$ cat src/design/itu_params.svh
// Purpose: Offsets, field positions, reset values and counts for the
//          interrupt and time-base unit.
// Assumes: 32-bit APB, one aligned word per register.
// Notes:   Definitions only.
`ifndef ITU_PARAMS_SVH
`define ITU_PARAMS_SVH

// ==========================================================================
// Register byte addresses
`define ITU_PRE0_OFS      12'h000
`define ITU_PRE1_OFS      12'h004
`define ITU_TBK0_OFS      12'h008
`define ITU_TBK1_OFS      12'h00c
`define ITU_IEN_OFS       12'h010
`define ITU_IFLAG_OFS     12'h014
`define ITU_CORE_OFS      12'h018

// ==========================================================================
// Field positions
`define ITU_TB_EN_BIT     7
`define ITU_GIE_BIT       7
`define ITU_SRC_CNT       5
`define ITU_SRC_TB0       0
`define ITU_SRC_TB1       1
`define ITU_SRC_SER       2
`define ITU_SRC_NVM       3
`define ITU_SRC_LOV       4

// ==========================================================================
// Reset value, base exponent, widths and stack depth
`define ITU_REG_RST       8'h00
`define ITU_TB_BASE_EXP   8
`define ITU_DIV_W         16
`define ITU_QUARTER_W     2
`define ITU_SUB_SYNC_W    2
`define ITU_PC_W          13
`define ITU_STACK_DEPTH   16
`define ITU_SP_W          5

`endif

$ cat src/design/itu_pkg.sv
// Purpose: Types for the interrupt and time-base unit.
// Assumes: Constants live in itu_params.svh.
// Notes:   Nothing here holds a number of its own beyond widths and the state encodings.
package itu_pkg;

  // ========================================================================
  // Core-side state
  typedef enum logic [2:0] {
    ITU_RUN   = 3'b001,
    ITU_ENTRY = 3'b010,
    ITU_SLEEP = 3'b100
  } itu_state_t;

  // Core handshake from the processor
  typedef struct packed {
    logic        ack;        // Core accepts vector this cycle
    logic [12:0] pc;         // Return address to push
    logic        ret;        // Plain return
    logic        iret;       // Return and re-enable
    logic        halt;       // Enter sleep/idle
  } itu_core_req_t;

  typedef struct packed {
    logic [2:0]  vec_id;     // Source number taken
    logic        irq;        // Request pending for the core
    logic        wake;       // Wake from sleep/idle
  } itu_core_rsp_t;

endpackage : itu_pkg

$ cat src/design/itu_top.sv
// Purpose: Interrupt request, vectoring and two time-base generators.
// Assumes: Peripheral events are one-cycle pulses synchronous to the clock;
//          the subsidiary clock arrives as a slow level to be sampled.
// Notes:   Registers reached over APB; only the PC is stacked.
//
// Design decisions made here: the APB interface to the registers and the register addresses.
`include "itu_params.svh"

// Overview of operation
// - Time base 0 prescaler source: 00 sysclk, 01 sysclk/4, 1x subclock
// - Time base 1 prescaler source chosen the same way by its own field
// - Time base 0 runs only while its control bit 7 is set
// - Time base 0 period is 2^(8+code) prescaler clocks
// - Time base 1 runs only while its control bit 7 is set
// - Time base 1 period is 2^(8+code) prescaler clocks
// - Each time base sets its own flag on divider overflow
// - Serial flag set on byte done, address match or bus time-out
// - Serial vector needs global enable, serial enable, stack not full
// - Taking serial interrupt clears its flag and global enable
// - Memory flag set when nonvolatile erase or write ends
// - Memory vector needs global enable, its enable, stack not full
// - Taking memory interrupt clears its flag and global enable
// - Low-voltage flag set when the detector reports low supply
// - Low-voltage vector needs both enables and stack not full
// - Taking low-voltage interrupt clears its flag and global enable
// - Any flag rising wakes from sleep or idle regardless of enables
// - A set flag stays set until serviced or cleared by software
// - Interrupt entry pushes only the program counter
// - Interrupt return pops and sets global enable
// - Plain return pops and leaves global enable unchanged
module itu_top (
  input  wire logic                  CORE_CLK_IN,
  input  wire logic                  RST_B_IN,
  input  wire logic                  PSEL_IN,
  input  wire logic                  PENABLE_IN,
  input  wire logic                  PWRITE_IN,
  input  wire logic [11:0]           PADDR_IN,
  input  wire logic [31:0]           PWDATA_IN,
  output logic      [31:0]           PRDATA_OUT,
  output logic                       PREADY_OUT,
  output logic                       PSLVERR_OUT,
  input  wire logic                  SUB_CLK_IN,
  input  wire logic                  SER_EVENT_IN,
  input  wire logic                  NVM_DONE_IN,
  input  wire logic                  LOW_VOLTAGE_IN,
  input  wire itu_pkg::itu_core_req_t CORE_REQ_IN,
  output itu_pkg::itu_core_rsp_t     CORE_RSP_OUT,
  output logic [`ITU_PC_W-1:0]       RET_PC_OUT,
  output logic                       STACK_FULL_OUT
);

  // ========================================================================
  // Register state
  logic [1:0]                 psc_sel_reg [2];
  logic [7:0]                 tb_ctrl_reg [2];
  logic [`ITU_SRC_CNT-1:0]    ien_reg;
  logic                       gie_reg;
  logic [`ITU_SRC_CNT-1:0]    flag_reg;
  logic [`ITU_SRC_CNT-1:0]    flag_next;
  logic [`ITU_SRC_CNT-1:0]    tb_ovf;
  logic [`ITU_SRC_CNT-1:0]    hw_set;
  logic [`ITU_SRC_CNT-1:0]    take_clr;
  logic [`ITU_SRC_CNT-1:0]    pend;
  logic [`ITU_SRC_CNT-1:0]    sel_onehot;
  logic [2:0]                 sel_id;
  logic                       any_pend;
  logic [`ITU_PC_W-1:0]       stack_mem [`ITU_STACK_DEPTH];
  logic [`ITU_SP_W-1:0]       sp_reg;
  logic                       stack_full;
  logic                       take;
  logic                       wr_en;
  logic                       rd_en;
  logic                       addr_ok;
  logic [`ITU_QUARTER_W-1:0]  quarter_reg;
  logic                       sub_s1_reg;
  logic                       sub_s2_reg;
  logic                       sub_s3_reg;
  logic                       sub_tick;
  logic                       rise_any;
  itu_pkg::itu_state_t        state_reg;
  itu_pkg::itu_state_t        state_next;

  // ========================================================================
  // APB decode; zero-wait slave, unmapped reads zero with error
  assign wr_en = PSEL_IN && PENABLE_IN && PWRITE_IN && addr_ok;
  assign rd_en = PSEL_IN && PENABLE_IN && !PWRITE_IN;
  assign PREADY_OUT = 1'b1;

  always_comb
  begin
    unique case (PADDR_IN)
      `ITU_PRE0_OFS, `ITU_PRE1_OFS, `ITU_TBK0_OFS, `ITU_TBK1_OFS,
      `ITU_IEN_OFS, `ITU_IFLAG_OFS, `ITU_CORE_OFS: addr_ok = 1'b1;
      default: addr_ok = 1'b0;
    endcase
  end

  // Error flagged only in the access phase
  assign PSLVERR_OUT = PSEL_IN && PENABLE_IN && !addr_ok;

  // Read data registered so the data output comes from flip-flops
  always_ff @(posedge CORE_CLK_IN)
  begin
    if (!RST_B_IN)
      PRDATA_OUT <= 32'h0;
    else if (PSEL_IN && !PENABLE_IN && !PWRITE_IN)
    begin
      unique case (PADDR_IN)
        `ITU_PRE0_OFS:  PRDATA_OUT <= {30'h0, psc_sel_reg[0]};
        `ITU_PRE1_OFS:  PRDATA_OUT <= {30'h0, psc_sel_reg[1]};
        `ITU_TBK0_OFS:  PRDATA_OUT <= {24'h0, tb_ctrl_reg[0]};
        `ITU_TBK1_OFS:  PRDATA_OUT <= {24'h0, tb_ctrl_reg[1]};
        `ITU_IEN_OFS:   PRDATA_OUT <= {24'h0, gie_reg, 2'h0, ien_reg};
        `ITU_IFLAG_OFS: PRDATA_OUT <= {27'h0, flag_reg};
        `ITU_CORE_OFS:  PRDATA_OUT <= {26'h0, stack_full, sp_reg};
        default:        PRDATA_OUT <= 32'h0;
      endcase
    end
  end

  // ========================================================================
  // Configuration registers; reserved bits are not stored
  always_ff @(posedge CORE_CLK_IN)
  begin
    if (!RST_B_IN)
    begin
      psc_sel_reg[0] <= 2'h0;
      psc_sel_reg[1] <= 2'h0;
      tb_ctrl_reg[0] <= `ITU_REG_RST;
      tb_ctrl_reg[1] <= `ITU_REG_RST;
      ien_reg        <= 5'h0;
    end
    else if (wr_en)
    begin
      unique case (PADDR_IN)
        `ITU_PRE0_OFS: psc_sel_reg[0] <= PWDATA_IN[1:0];
        `ITU_PRE1_OFS: psc_sel_reg[1] <= PWDATA_IN[1:0];
        `ITU_TBK0_OFS: tb_ctrl_reg[0] <= {PWDATA_IN[7], 4'h0,
                                          PWDATA_IN[2:0]};
        `ITU_TBK1_OFS: tb_ctrl_reg[1] <= {PWDATA_IN[7], 4'h0,
                                          PWDATA_IN[2:0]};
        `ITU_IEN_OFS:  ien_reg <= PWDATA_IN[4:0];
        default: ;
      endcase
    end
  end

  // ========================================================================
  // Prescaler ticks: quarter divider and subclock edge
  always_ff @(posedge CORE_CLK_IN)
  begin
    if (!RST_B_IN)
      quarter_reg <= 2'h0;
    else
      quarter_reg <= quarter_reg + 2'h1;
  end

  // Subclock sampled by three flops; edge taken from stage two onward
  always_ff @(posedge CORE_CLK_IN)
  begin
    if (!RST_B_IN)
    begin
      sub_s1_reg <= 1'b0;
      sub_s2_reg <= 1'b0;
      sub_s3_reg <= 1'b0;
    end
    else
    begin
      sub_s1_reg <= SUB_CLK_IN;
      sub_s2_reg <= sub_s1_reg;
      sub_s3_reg <= sub_s2_reg;
    end
  end
  assign sub_tick = sub_s2_reg && !sub_s3_reg;

  // ========================================================================
  // Two time bases, one per generate entry
  for (genvar t = 0; t < 2; t++)
  begin : g_tb
    logic [`ITU_DIV_W-1:0] div_reg;
    logic                  tick;
    logic [3:0]            exp;

    // Source select; subclock used for any 1x code
    always_comb
    begin
      unique casez (psc_sel_reg[t])
        2'b00:   tick = 1'b1;
        2'b01:   tick = (quarter_reg == 2'h3);
        default: tick = sub_tick;
      endcase
    end

    assign exp = 4'(`ITU_TB_BASE_EXP) + {1'b0, tb_ctrl_reg[t][2:0]};

    // Divider cleared while off so it restarts a full period
    always_ff @(posedge CORE_CLK_IN)
    begin
      if (!RST_B_IN || !tb_ctrl_reg[t][`ITU_TB_EN_BIT])
        div_reg <= '0;
      else if (tick)
        div_reg <= tb_ovf[t] ? '0 : div_reg + 16'h1;
    end

    // Overflow when count reaches 2^exp - 1 on a tick
    assign tb_ovf[t] = tb_ctrl_reg[t][`ITU_TB_EN_BIT] && tick &&
                       (div_reg == 16'((32'h1 << exp) - 1));

  end
  assign tb_ovf[4:2] = 3'h0;

  // ========================================================================
  // Request flags: set wins over any clear
  assign hw_set = {LOW_VOLTAGE_IN, NVM_DONE_IN, SER_EVENT_IN,
                   tb_ovf[1:0]};

  always_comb
  begin
    flag_next = flag_reg & ~take_clr;
    if (wr_en && PADDR_IN == `ITU_IFLAG_OFS)
      flag_next = PWDATA_IN[4:0];                 // Software set or clear
    flag_next = flag_next | hw_set;
  end

  always_ff @(posedge CORE_CLK_IN)
  begin
    if (!RST_B_IN)
      flag_reg <= 5'h0;
    else
      flag_reg <= flag_next;
  end

  // ========================================================================
  // Fixed priority: lowest source number wins
  assign pend     = flag_reg & ien_reg;
  assign any_pend = gie_reg && !stack_full && (pend != 5'h0);
  assign sel_onehot = pend & (~pend + 5'h1);

  always_comb
  begin
    sel_id = 3'h0;
    for (int i = `ITU_SRC_CNT - 1; i >= 0; i--)
      if (pend[i])
        sel_id = 3'(i);
  end

  assign take     = any_pend && CORE_REQ_IN.ack && state_reg == itu_pkg::ITU_RUN;
  assign take_clr = take ? sel_onehot : 5'h0;

  // ========================================================================
  // Global enable; entry clears it, interrupt return sets it
  always_ff @(posedge CORE_CLK_IN)
  begin
    if (!RST_B_IN)
      gie_reg <= 1'b0;
    else if (take)
      gie_reg <= 1'b0;
    else if (CORE_REQ_IN.iret)
      gie_reg <= 1'b1;
    else if (wr_en && PADDR_IN == `ITU_IEN_OFS)
      gie_reg <= PWDATA_IN[`ITU_GIE_BIT];        // Plain return skips this
  end

  // ========================================================================
  // Return stack holds the PC alone; no other state saved
  assign stack_full = (sp_reg == 5'(`ITU_STACK_DEPTH));

  always_ff @(posedge CORE_CLK_IN)
  begin
    if (!RST_B_IN)
      sp_reg <= '0;
    else if (take)
      sp_reg <= sp_reg + 5'h1;
    else if ((CORE_REQ_IN.ret || CORE_REQ_IN.iret) && sp_reg != '0)
      sp_reg <= sp_reg - 5'h1;
  end

  // Memory needs no reset; only entries below the pointer are read
  always_ff @(posedge CORE_CLK_IN)
  begin
    if (take)
      stack_mem[sp_reg[3:0]] <= CORE_REQ_IN.pc;
  end

  always_ff @(posedge CORE_CLK_IN)
  begin
    if (!RST_B_IN)
      RET_PC_OUT <= '0;
    else if ((CORE_REQ_IN.ret || CORE_REQ_IN.iret) && sp_reg != '0)
      RET_PC_OUT <= stack_mem[4'(sp_reg - 5'h1)];
  end
  assign STACK_FULL_OUT = stack_full;

  // ========================================================================
  // Sleep tracking and wake on any flag rising
  assign rise_any = |(flag_next & ~flag_reg);

  always_comb
  begin
    state_next = state_reg;
    unique case (state_reg)
      itu_pkg::ITU_RUN:
        if (take)
          state_next = itu_pkg::ITU_ENTRY;
        else if (CORE_REQ_IN.halt)
          state_next = itu_pkg::ITU_SLEEP;
      itu_pkg::ITU_ENTRY:
        state_next = itu_pkg::ITU_RUN;
      itu_pkg::ITU_SLEEP:
        if (rise_any)
          state_next = itu_pkg::ITU_RUN;
      default:
        state_next = itu_pkg::ITU_RUN;
    endcase
  end

  always_ff @(posedge CORE_CLK_IN)
  begin
    if (!RST_B_IN)
      state_reg <= itu_pkg::ITU_RUN;
    else
      state_reg <= state_next;
  end

  // Outputs to the core
  always_ff @(posedge CORE_CLK_IN)
  begin
    if (!RST_B_IN)
      CORE_RSP_OUT <= '0;
    else
    begin
      CORE_RSP_OUT.vec_id <= sel_id;
      CORE_RSP_OUT.irq    <= any_pend && !take;
      CORE_RSP_OUT.wake   <= state_reg == itu_pkg::ITU_SLEEP && rise_any;
    end
  end
endmodule // itu_top

$ cat config.mk
export PLATFORM = sky130hd
export DESIGN_NAME = itu_top
export DESIGN_NICKNAME = d
export VERILOG_FILES = /design/src/design/itu_pkg.sv /design/src/design/itu_top.sv
export VERILOG_INCLUDE_DIRS = /design/src /design/src/design
export SDC_FILE = /design/constraint.sdc
export NUM_CORES = 1
export LEC_CHECK = 0
export BUFFER_PORTS_ARGS = -buffer_cell sky130_fd_sc_hd__buf_4
export CAP_MARGIN = 25
export CORE_MARGIN = 2
export CORE_UTILIZATION = 40
export CTS_CLUSTER_SIZE = 8
export DETAILED_ROUTE_END_ITERATION = 10
export HOLD_SLACK_MARGIN = 0.06
export SLEW_MARGIN = 15
export SYNTH_ARGS = -nofsm -noshare
export SYNTH_HDL_FRONTEND = slang
export SYNTH_SLANG_ARGS = --single-unit
$ cat constraint.sdc
create_clock -name CORE_CLK_IN -period 2.9 [get_ports CORE_CLK_IN]
set_input_delay 0.29 -clock CORE_CLK_IN [delete_from_list [all_inputs] [get_ports CORE_CLK_IN]]
set_output_delay 0.29 -clock CORE_CLK_IN [all_outputs]
set_load 0.005 [all_outputs]
**Word level (Yosys, flattened, before mapping)**

Memory sizes are Yosys's and may differ from the RTL's. A register that Yosys moved wholly into a read port is not among the register bits.
Cells that the tools add are included.

- Shift-type cells: 2
- Muxes and demuxes: 43
- Reductions and logical operators: 48
- Bitwise logic cells: 13
- Add/subtract/negate cells: 10
- Equal/unequal tests: 16

Operators by type and width:

| cell | number |
|---|---|
| $pmux W8 S7 | 1 |
| $eq A12 B5 Y1 const B | 3 |
| $add A16 B1 Y16 const B | 2 |
| $eq A16 B16 Y1 | 2 |
| $mux W16 | 2 |
| $shl A1 B4 Y16 const A | 2 |
| $sub A16 B1 Y16 const B | 2 |
| $eq A12 B4 Y1 const B | 2 |
| $mux W1 | 23 |
| $and A5 B5 Y5 | 4 |
| $logic_and A1 B1 Y1 | 20 |
| $mux W5 | 4 |
| $not A5 Y5 | 3 |
| $eq A12 B3 Y1 const B | 1 |
| $logic_not A12 Y1 | 1 |
| $mux W3 | 4 |
| $add A5 B1 Y5 const B | 2 |
| $logic_not A1 Y1 | 10 |
| $reduce_bool A5 Y1 | 2 |
| $reduce_or A5 Y1 | 2 |
| $add A4 B3 Y4 const A | 2 |
| $mux W2 | 4 |
| $mux W4 | 2 |
| $reduce_or A7 Y1 | 1 |
| 20 further kinds | 31 |

- Logic and storage cells: 152
- Memories: 3
- Input port bits: 70
- Register bits: 93
- Bits in writable memories: 220

Memories:

| memory | depth | width | rd ports | clocked after memory_dff | wr ports | RTL line | text |
|---|---|---|---|---|---|---|---|
| stack_mem | 16 | 13 | 1 | 1 | 1 | itu_top.sv:67 | `` logic [`ITU_PC_W-1:0] stack_mem [`ITU_STACK_DEPTH]; `` |
| tb_ctrl_reg | 2 | 4 | 2 | 0 | 2 | itu_top.sv:55 | `logic [7:0] tb_ctrl_reg [2];` |
| psc_sel_reg | 2 | 2 | 2 | 0 | 2 | itu_top.sv:54 | `logic [1:0] psc_sel_reg [2];` |

**Logic depth before layout (Yosys ltp)**

Gate-level depths: netlist (run 1).

- Depth in word-level cells: 15
- Gate-level depth with buffers: 11

**Worst setup path after synthesis (run 1)**

OpenSTA, ideal clock, no wires.

- Kind: reg2reg
- Start point: reg sp_reg[0]
- End point: mem stack_mem[11][0] in the netlist's numbering, enable pin
- Data arrival time: 2.631 ns
- Path buffers: 4
- Cell stages (with the launch flop): 11
- Required time: 2.539 ns
- Library setup time: 0.361 ns
- Clock period less this slack: 2.992 ns
- Path slack: -0.092 ns
- Cell sequence: dfxtp_1 > buf_2 > buf_2 > inv_1 > ha_1 > or3b_1 > o21ai_1 > nor3b_1 > buf_2 > clkbuf_1 > and3_1

- Word-level cells in the longest chain between the ends: 8

Ends and longest elaborated chain:

| element | RTL line | text |
|---|---|---|
| start, declared | itu_top.sv:68 | `` logic [`ITU_SP_W-1:0] sp_reg; `` |
| start signal, assigned | itu_top.sv:273 | `sp_reg <= sp_reg + 5'h1;` |
| start signal, assigned | itu_top.sv:275 | `sp_reg <= sp_reg - 5'h1;` |
| $eq A5 B5 Y1 | itu_top.sv:266 | `` assign stack_full = (sp_reg == 5'(`ITU_STACK_DEPTH)); `` |
| $logic_not A1 Y1 | itu_top.sv:236 | `assign any_pend = gie_reg && !stack_full && (pend != 5'h0);` |
| $logic_and A1 B1 Y1 (2 in series) | itu_top.sv:236 |  |
| $logic_and A1 B1 Y1 (2 in series) | itu_top.sv:247 | `assign take = any_pend && CORE_REQ_IN.ack && state_reg == itu_pkg::ITU_RUN;` |
| $mux W1 | itu_top.sv:281 | `if (take)` |
| $mux W1 (not written as such) | itu_top.sv:282 | `stack_mem[sp_reg[3:0]] <= CORE_REQ_IN.pc;` |
| end, declared | itu_top.sv:67 |  |

Several ways; a longest one is shown, not always the timed one.

==> out/metrics.yaml, run 1 <==
global_route:
  grtUsageTotal_pct: 17.6
  grt_max_degree: 47
  antenna_found_initial: 0
  grt_pass1_wl_um: 44300
  grt-ovfl-total: 0
  grt_pass1_vias: 7629
placement:
  place_hpwl_um: 17600
  gp_congestion: 0.799
  place_area_um2: 13800
  portBuffers: 70
layout:
  largest_reg_flops: 208
  num-fill-cells: 2677
  area_growth_syn_to_layout_pct: 21.0
  final_common_cell: "edfxtp_1"
  final_area_um2: 15400
  layout_common_cells: "edfxtp_1, buf_4, dfxtp_1"
  diodes: 0
  finalNetCount: 1068
  drive_above_1_share_pct: 23.6
worst_setup_path:
  cp_max_fo: 15
  start_kind: "flip-flop"
  worstPathRequired_ns: 3.30
  end_kind: "flip-flop"
  slowest_delay_ns: 0.57
  slowest_stage: "or4_1"
  r2r_setup_slack_ns: 0.20
  crit_type: "flip-flop to flip-flop"
  critPathArrivalTime_ns: 3.09
  crit_path_cell_trace: "or3_1 -> ha_1 -> xor2_1 -> nor4b_1 -> o32ai_1 -> or4_1 -> nand3_4 -> nor2_1"
cts:
  clkTransAtPathRegs_ns: 0.05
  clk-insertion-delay-late_ns: 0.56
  ctsLongestPathBuffers: 3
  clock_sinks: 301
  root_buffer: "clkbuf_16"
  cts_made_buffers: 44
  cts_tree: "yes"
  htreeDepth: 2
detailed_routing:
  drt_wl_total_um: 29000
  wire_per_inst_um: 20.4
  dr.pass1.iters: 5
  drc: 0
  first_iter_violations: 586
  viasPerCell: 5.34
  drtAntennaViolNets: 0
  vias: 7605
timing:
  tightestPinTransition_ns: 0.632
  slew_headroom_pct: 57.6
  finalSetupTns_ns: 0
  period_share_pct: 93.0
  whs_ns: 0.0920
  fmax_mhz: 371
  hold_viol: 0
  min_period_ns: 2.70
  finalClockSkew_ns: 0.0490
  rsz0062_at_grt: "false"
  slew_violations: 0
  setup_viol: 0
synth:
  synthFlopType: "edfxtp_1"
  synth_edf_count: 220
  synth.yosys.seq_area_share_pct: 64.8
  syn_area_um2: 12700
  ys_types: 68
  synth-async-reset-ratio_pct: 0
  syn_inst: 856
  syn_area_per_cell_um2: 14.8
  synth-seq-cells: 301
  ys_warn_count: 0
die:
  fp.dieH_um: 182
  die_area_um2: 33200
  coreArea_um2: 31400
  ios: 123
  die_w_um: 182
  rows: 65
  start_util_pct: 40.4
run:
  cap_violations: 0
status:
  status: "completed"
power_and_ir_drop:
  leakage_nw: 5.31
  peakVddDrop_v: 0.000619
  power_density_nw_per_um2: 876
hold_path:
  hold_path_class: "primary input to flip-flop"
## final timing paths
path / startpoint / end / depth (start not counted)
setup / recovery: tb_ctrl_reg[0][6] / g_tb[1].div_reg[0] / 8
hold / removal: PWDATA_IN[7] / tb_ctrl_reg[0][7] / 2
setup reg to reg: tb_ctrl_reg[0][6] / g_tb[1].div_reg[0] / 8
hold reg to reg: sub_s1_reg / sub_s2_reg / 1
## report_power, final
| part | switching (mW) | total, mW | internal, mW | leakage [nW] |
|---|---|---|---|---|
| Combinational | 1.83 | 3.77 | 1.94 | 2.03 |
| Sequential | 0.0916 | 4.83 | 4.74 | 2.64 |
| Clock | 1.86 | 4.85 | 2.99 | 0.638 |
| Total | 3.78 | 13.5 | 9.68 | 5.31 |
## final cells by class
type	count	area (um^2)	area share, %
Clock buffer	73	1230	8.01
Clock inverter	5	115	0.749
Inverter	14	52.6	0.342
Multi-Input combinational cell	501	4170	27.2
Sequential cell	301	8230	53.6
Tap cell	402	503	3.27
Timing Repair Buffer	127	1050	6.87
## through the flow
| step | total power [mW] | utilization, % | setup WS (ns) | std cells |
|---|---|---|---|---|
| final | 13.5 | 48.9 | 0.203 | 1423 |
| after global routing | 14.1 | 48.9 | 0.0293 | 1423 |
| after CTS | 13.6 | 48.9 | 0.153 | 1423 |
| after detailed placement | 8.72 | 43.9 | 0.191 | 1321 |
| after global placement | 8.66 | 43.8 | 0.237 | 1320 |
| after floorplan | 7.59 | - | 0.0235 | 880 |
## worst max-delay path, delay by kind of cell (launching register included)
family,cells,cell delay (ns)
compound gates,1,0.14
xor+xnor,1,0.19
flops,1,0.37
simple gates,5,1.56
fa+ha+maj,1,0.28
## synthesized netlist by cell type, drive strengths merged (5+ instances only)
cell type	count	area, um^2
o21ai	12	60.1
ha	9	113
nand3	24	125
a31oi	5	31.3
mux2i	18	180
edfxtp	220	6610
clkbuf	20	75.1
nand2	55	206
buf	44	298
a211oi	8	65.1
dfxtp	81	1620
nor2b	10	62.6
a21oi	24	120
and4	8	70.1
nand2b	6	37.5
and2	12	75.1
xnor2	21	184
nor2	68	255
nor3	12	65.1
nor3b	9	67.6
xor2	17	149
and3	31	194
nand4	5	31.3
inv	14	52.6
mux4	66	1490
## kinds of logic after synthesis
| group | after synthesis | synth area share (%) |
|---|---|---|
| flops | 301 | 64.8 |
| simple gates | 259 | 10.5 |
| mux | 85 | 13.2 |
| compound gates | 84 | 4.53 |
| buf+inv | 78 | 3.35 |
| xor+xnor | 38 | 2.62 |
| fa+ha+maj | 9 | 0.887 |
| other cells | 2 | 0.0592 |
## per-layer routing
metal,track usage (%),vias to the layer above,wire length (um)
met3,2.99,53,1530
li1,-,3507,-
met4,5.65,0,700
met1,23.2,3819,12400
met2,29.9,226,14300
met5,0,-,0
## repair_timing
item | CTS | global route
setup buffers | 0 | 0
resized for setup | 0 | 1
hold buffers | 24 | 0
setup endpoints to repair | 0 | 10
endpoints found under the hold margin | 203 | 0
Note: power is estimated with default switching activity, not from simulation.
==> run 2: changes to the inputs <==
--- a/config.mk
+++ b/config.mk
@@ -6,7 +6,8 @@
 export SDC_FILE = /design/constraint.sdc
 export NUM_CORES = 1
 export LEC_CHECK = 0
-export BUFFER_PORTS_ARGS = -buffer_cell sky130_fd_sc_hd__buf_4
+export ABC_AREA = 0
+export BUFFER_PORTS_ARGS = -buffer_cell sky130_fd_sc_hd__clkbuf_2
 export CAP_MARGIN = 25
 export CORE_MARGIN = 2
 export CORE_UTILIZATION = 40
==> run 2 against run 1 <==
Clock-buffer cell count down 2; highest routed layer unchanged; combinational power shrank 2%; cell count fell by 1.5%; worst hold slack gained 0.0079 ns; utilization is 1.3 points lower; fmax is 1.8% higher; clock skew fell by 0.0081 ns; flip-flop and latch count unchanged; total power fell by 1.9%; register-to-register slack improved by 0.05 ns.
==> out/metrics.yaml, run 2 (synthesized netlist as in run 1, its figures left out) <==
status:
  status: "completed"
global_route:
  grt_max_degree: 58
  grt-ovfl-total: 0
  grt_pass1_vias: 7372
  grtUsageTotal_pct: 17.2
  antenna_found_initial: 0
  grt_pass1_wl_um: 43300
die:
  rows: 65
  die_area_um2: 33200
  die_w_um: 182
  fp.dieH_um: 182
  start_util_pct: 40.4
  ios: 123
  coreArea_um2: 31400
cts:
  cts_tree: "yes"
  ctsLongestPathBuffers: 3
  clkTransAtPathRegs_ns: 0.05
  clock_sinks: 301
  cts_made_buffers: 44
  post_cts_buffers: 0
  clk-insertion-delay-late_ns: 0.55
  htreeDepth: 2
  root_buffer: "clkbuf_16"
placement:
  portBuffers: 70
  place_hpwl_um: 16900
  place_area_um2: 13600
  post-place-ws_ns: 0.248
  placed_cells: 1317
  gp_congestion: 0.845
layout:
  num-fill-cells: 2722
  multi_input_area_um2: 4180
  largest_reg_flops: 208
  final_area_um2: 14900
  finalNetCount: 1049
  final_common_cell: "edfxtp_1"
  layout_common_cells: "edfxtp_1, dfxtp_1, clkbuf_2"
  area_growth_syn_to_layout_pct: 17.7
  stdcell_count: 1402
  final_util_pct: 47.6
  diodes: 0
  register_area_um2: 8230
  drive_above_1_share_pct: 23.7
detailed_routing:
  vias: 7436
  drc: 0
  drt_wl_total_um: 28000
  drtAntennaViolNets: 0
  first_iter_violations: 537
  dr.pass1.iters: 5
  wire_per_inst_um: 19.9
  viasPerCell: 5.30
timing:
  hold_viol: 0
  rsz0062_at_grt: "false"
  slew_violations: 0
  period_share_pct: 91.3
  finalSetupTns_ns: 0
  tightestPinTransition_ns: 0.913
  min_period_ns: 2.65
  worst_slack_ns: 0.251
  finalClockSkew_ns: 0.0408
  slew_headroom_pct: 39.2
  setup_viol: 0
  whs_ns: 0.0999
  fmax_mhz: 377
run:
  cap_violations: 0
hold_path:
  hold_path_class: "primary input to flip-flop"
power_and_ir_drop:
  peakVddDrop_v: 0.000593
  power.total_mw: 13.2
  power_density_nw_per_um2: 883
  leakage_nw: 5.15
worst_setup_path:
  end_kind: "flip-flop"
  cp_num_buf_inv: 1
  cp_max_fo: 6
  crit_path_cell_trace: "or3_1 -> ha_1 -> xor2_1 -> and4_1 -> o32ai_1 -> o41ai_1 -> buf_4 -> a21o_1 -> o31a_1"
  worstPathRequired_ns: 3.32
  crit_type: "flip-flop to flip-flop"
  cp_top_family: "compound AO/OA/AOI/OAI gates"
  critPathArrivalTime_ns: 3.07
  start_kind: "flip-flop"
  slowest_delay_ns: 0.38
  slowest_stage: "edfxtp_1"
run 2: cell count changes in the layout (fill, tap and decap cells not counted):
| cell | previous run | this run |
|---|---|---|
| buf_4 | 99 | 27 |
| clkbuf_2 | 0 | 70 |
| clkbuf_1 | 28 | 27 |
| buf_6 | 1 | 0 |
| bufinv_16 | 1 | 0 |
| clkinvlp_4 | 0 | 1 |
| clkbuf_16 | 45 | 44 |
| o22ai_2 | 0 | 1 |
| o22ai_1 | 2 | 1 |
| dlygate4sd3_1 | 24 | 9 |
| buf_12 | 3 | 2 |
run 2: worst reg2reg max path: stages, from the launching register on:
cell and delay [ns]:
edfxtp_1 0.38, or3_1 0.38, ha_1 0.27, xor2_1 0.19, and4_1 0.23, o32ai_1 0.31, o41ai_1 0.13, buf_4 0.16
a21o_1 0.21, o31a_1 0.28
run 2: power by group:
part	switching (mW)	internal, mW
clock	1.84	2.84
sequential	0.0778	4.74
combinational	1.82	1.87
total	3.74	9.46
run 2: layout make-up:
class                           instances  area share, %
Sequential cell                       301           55.1
Multi-Input combinational cell        501           28.0
Clock buffer                           71           8.05
Timing Repair Buffer                  108           4.57
Tap cell                              402           3.37
Clock inverter                          5          0.620
Inverter                               14          0.352
run 2: path summary, 6_finish.rpt:
| kind | slack, ns | start | endpoint | cells after the start |
|---|---|---|---|---|
| min | 0.1 | PWDATA_IN[2] | ien_reg[2] | 3 |
| min reg2reg | 0.42 | quarter_reg[0] | quarter_reg[0] | 1 |
| max reg2reg | 0.25 | tb_ctrl_reg[0][6] | state_reg[0] | 9 |
| max | 0.25 | tb_ctrl_reg[0][6] | state_reg[0] | 9 |
run 2: routing by layer:
layer  vias to the layer above  global-route usage (%)  wire [um]
met5                         -                       0          0
met4                         0                    4.68        561
met3                        45                    3.25       1580
met2                       213                    29.1      13900
met1                      3697                    22.7      12000
li1                       3481                       -          -
run 2: what timing repair did:
item                       CTS  global route
resized for setup            0             1
hold endpoints to repair    10             0
hold buffers                 9             0
setup endpoints to repair    0            15
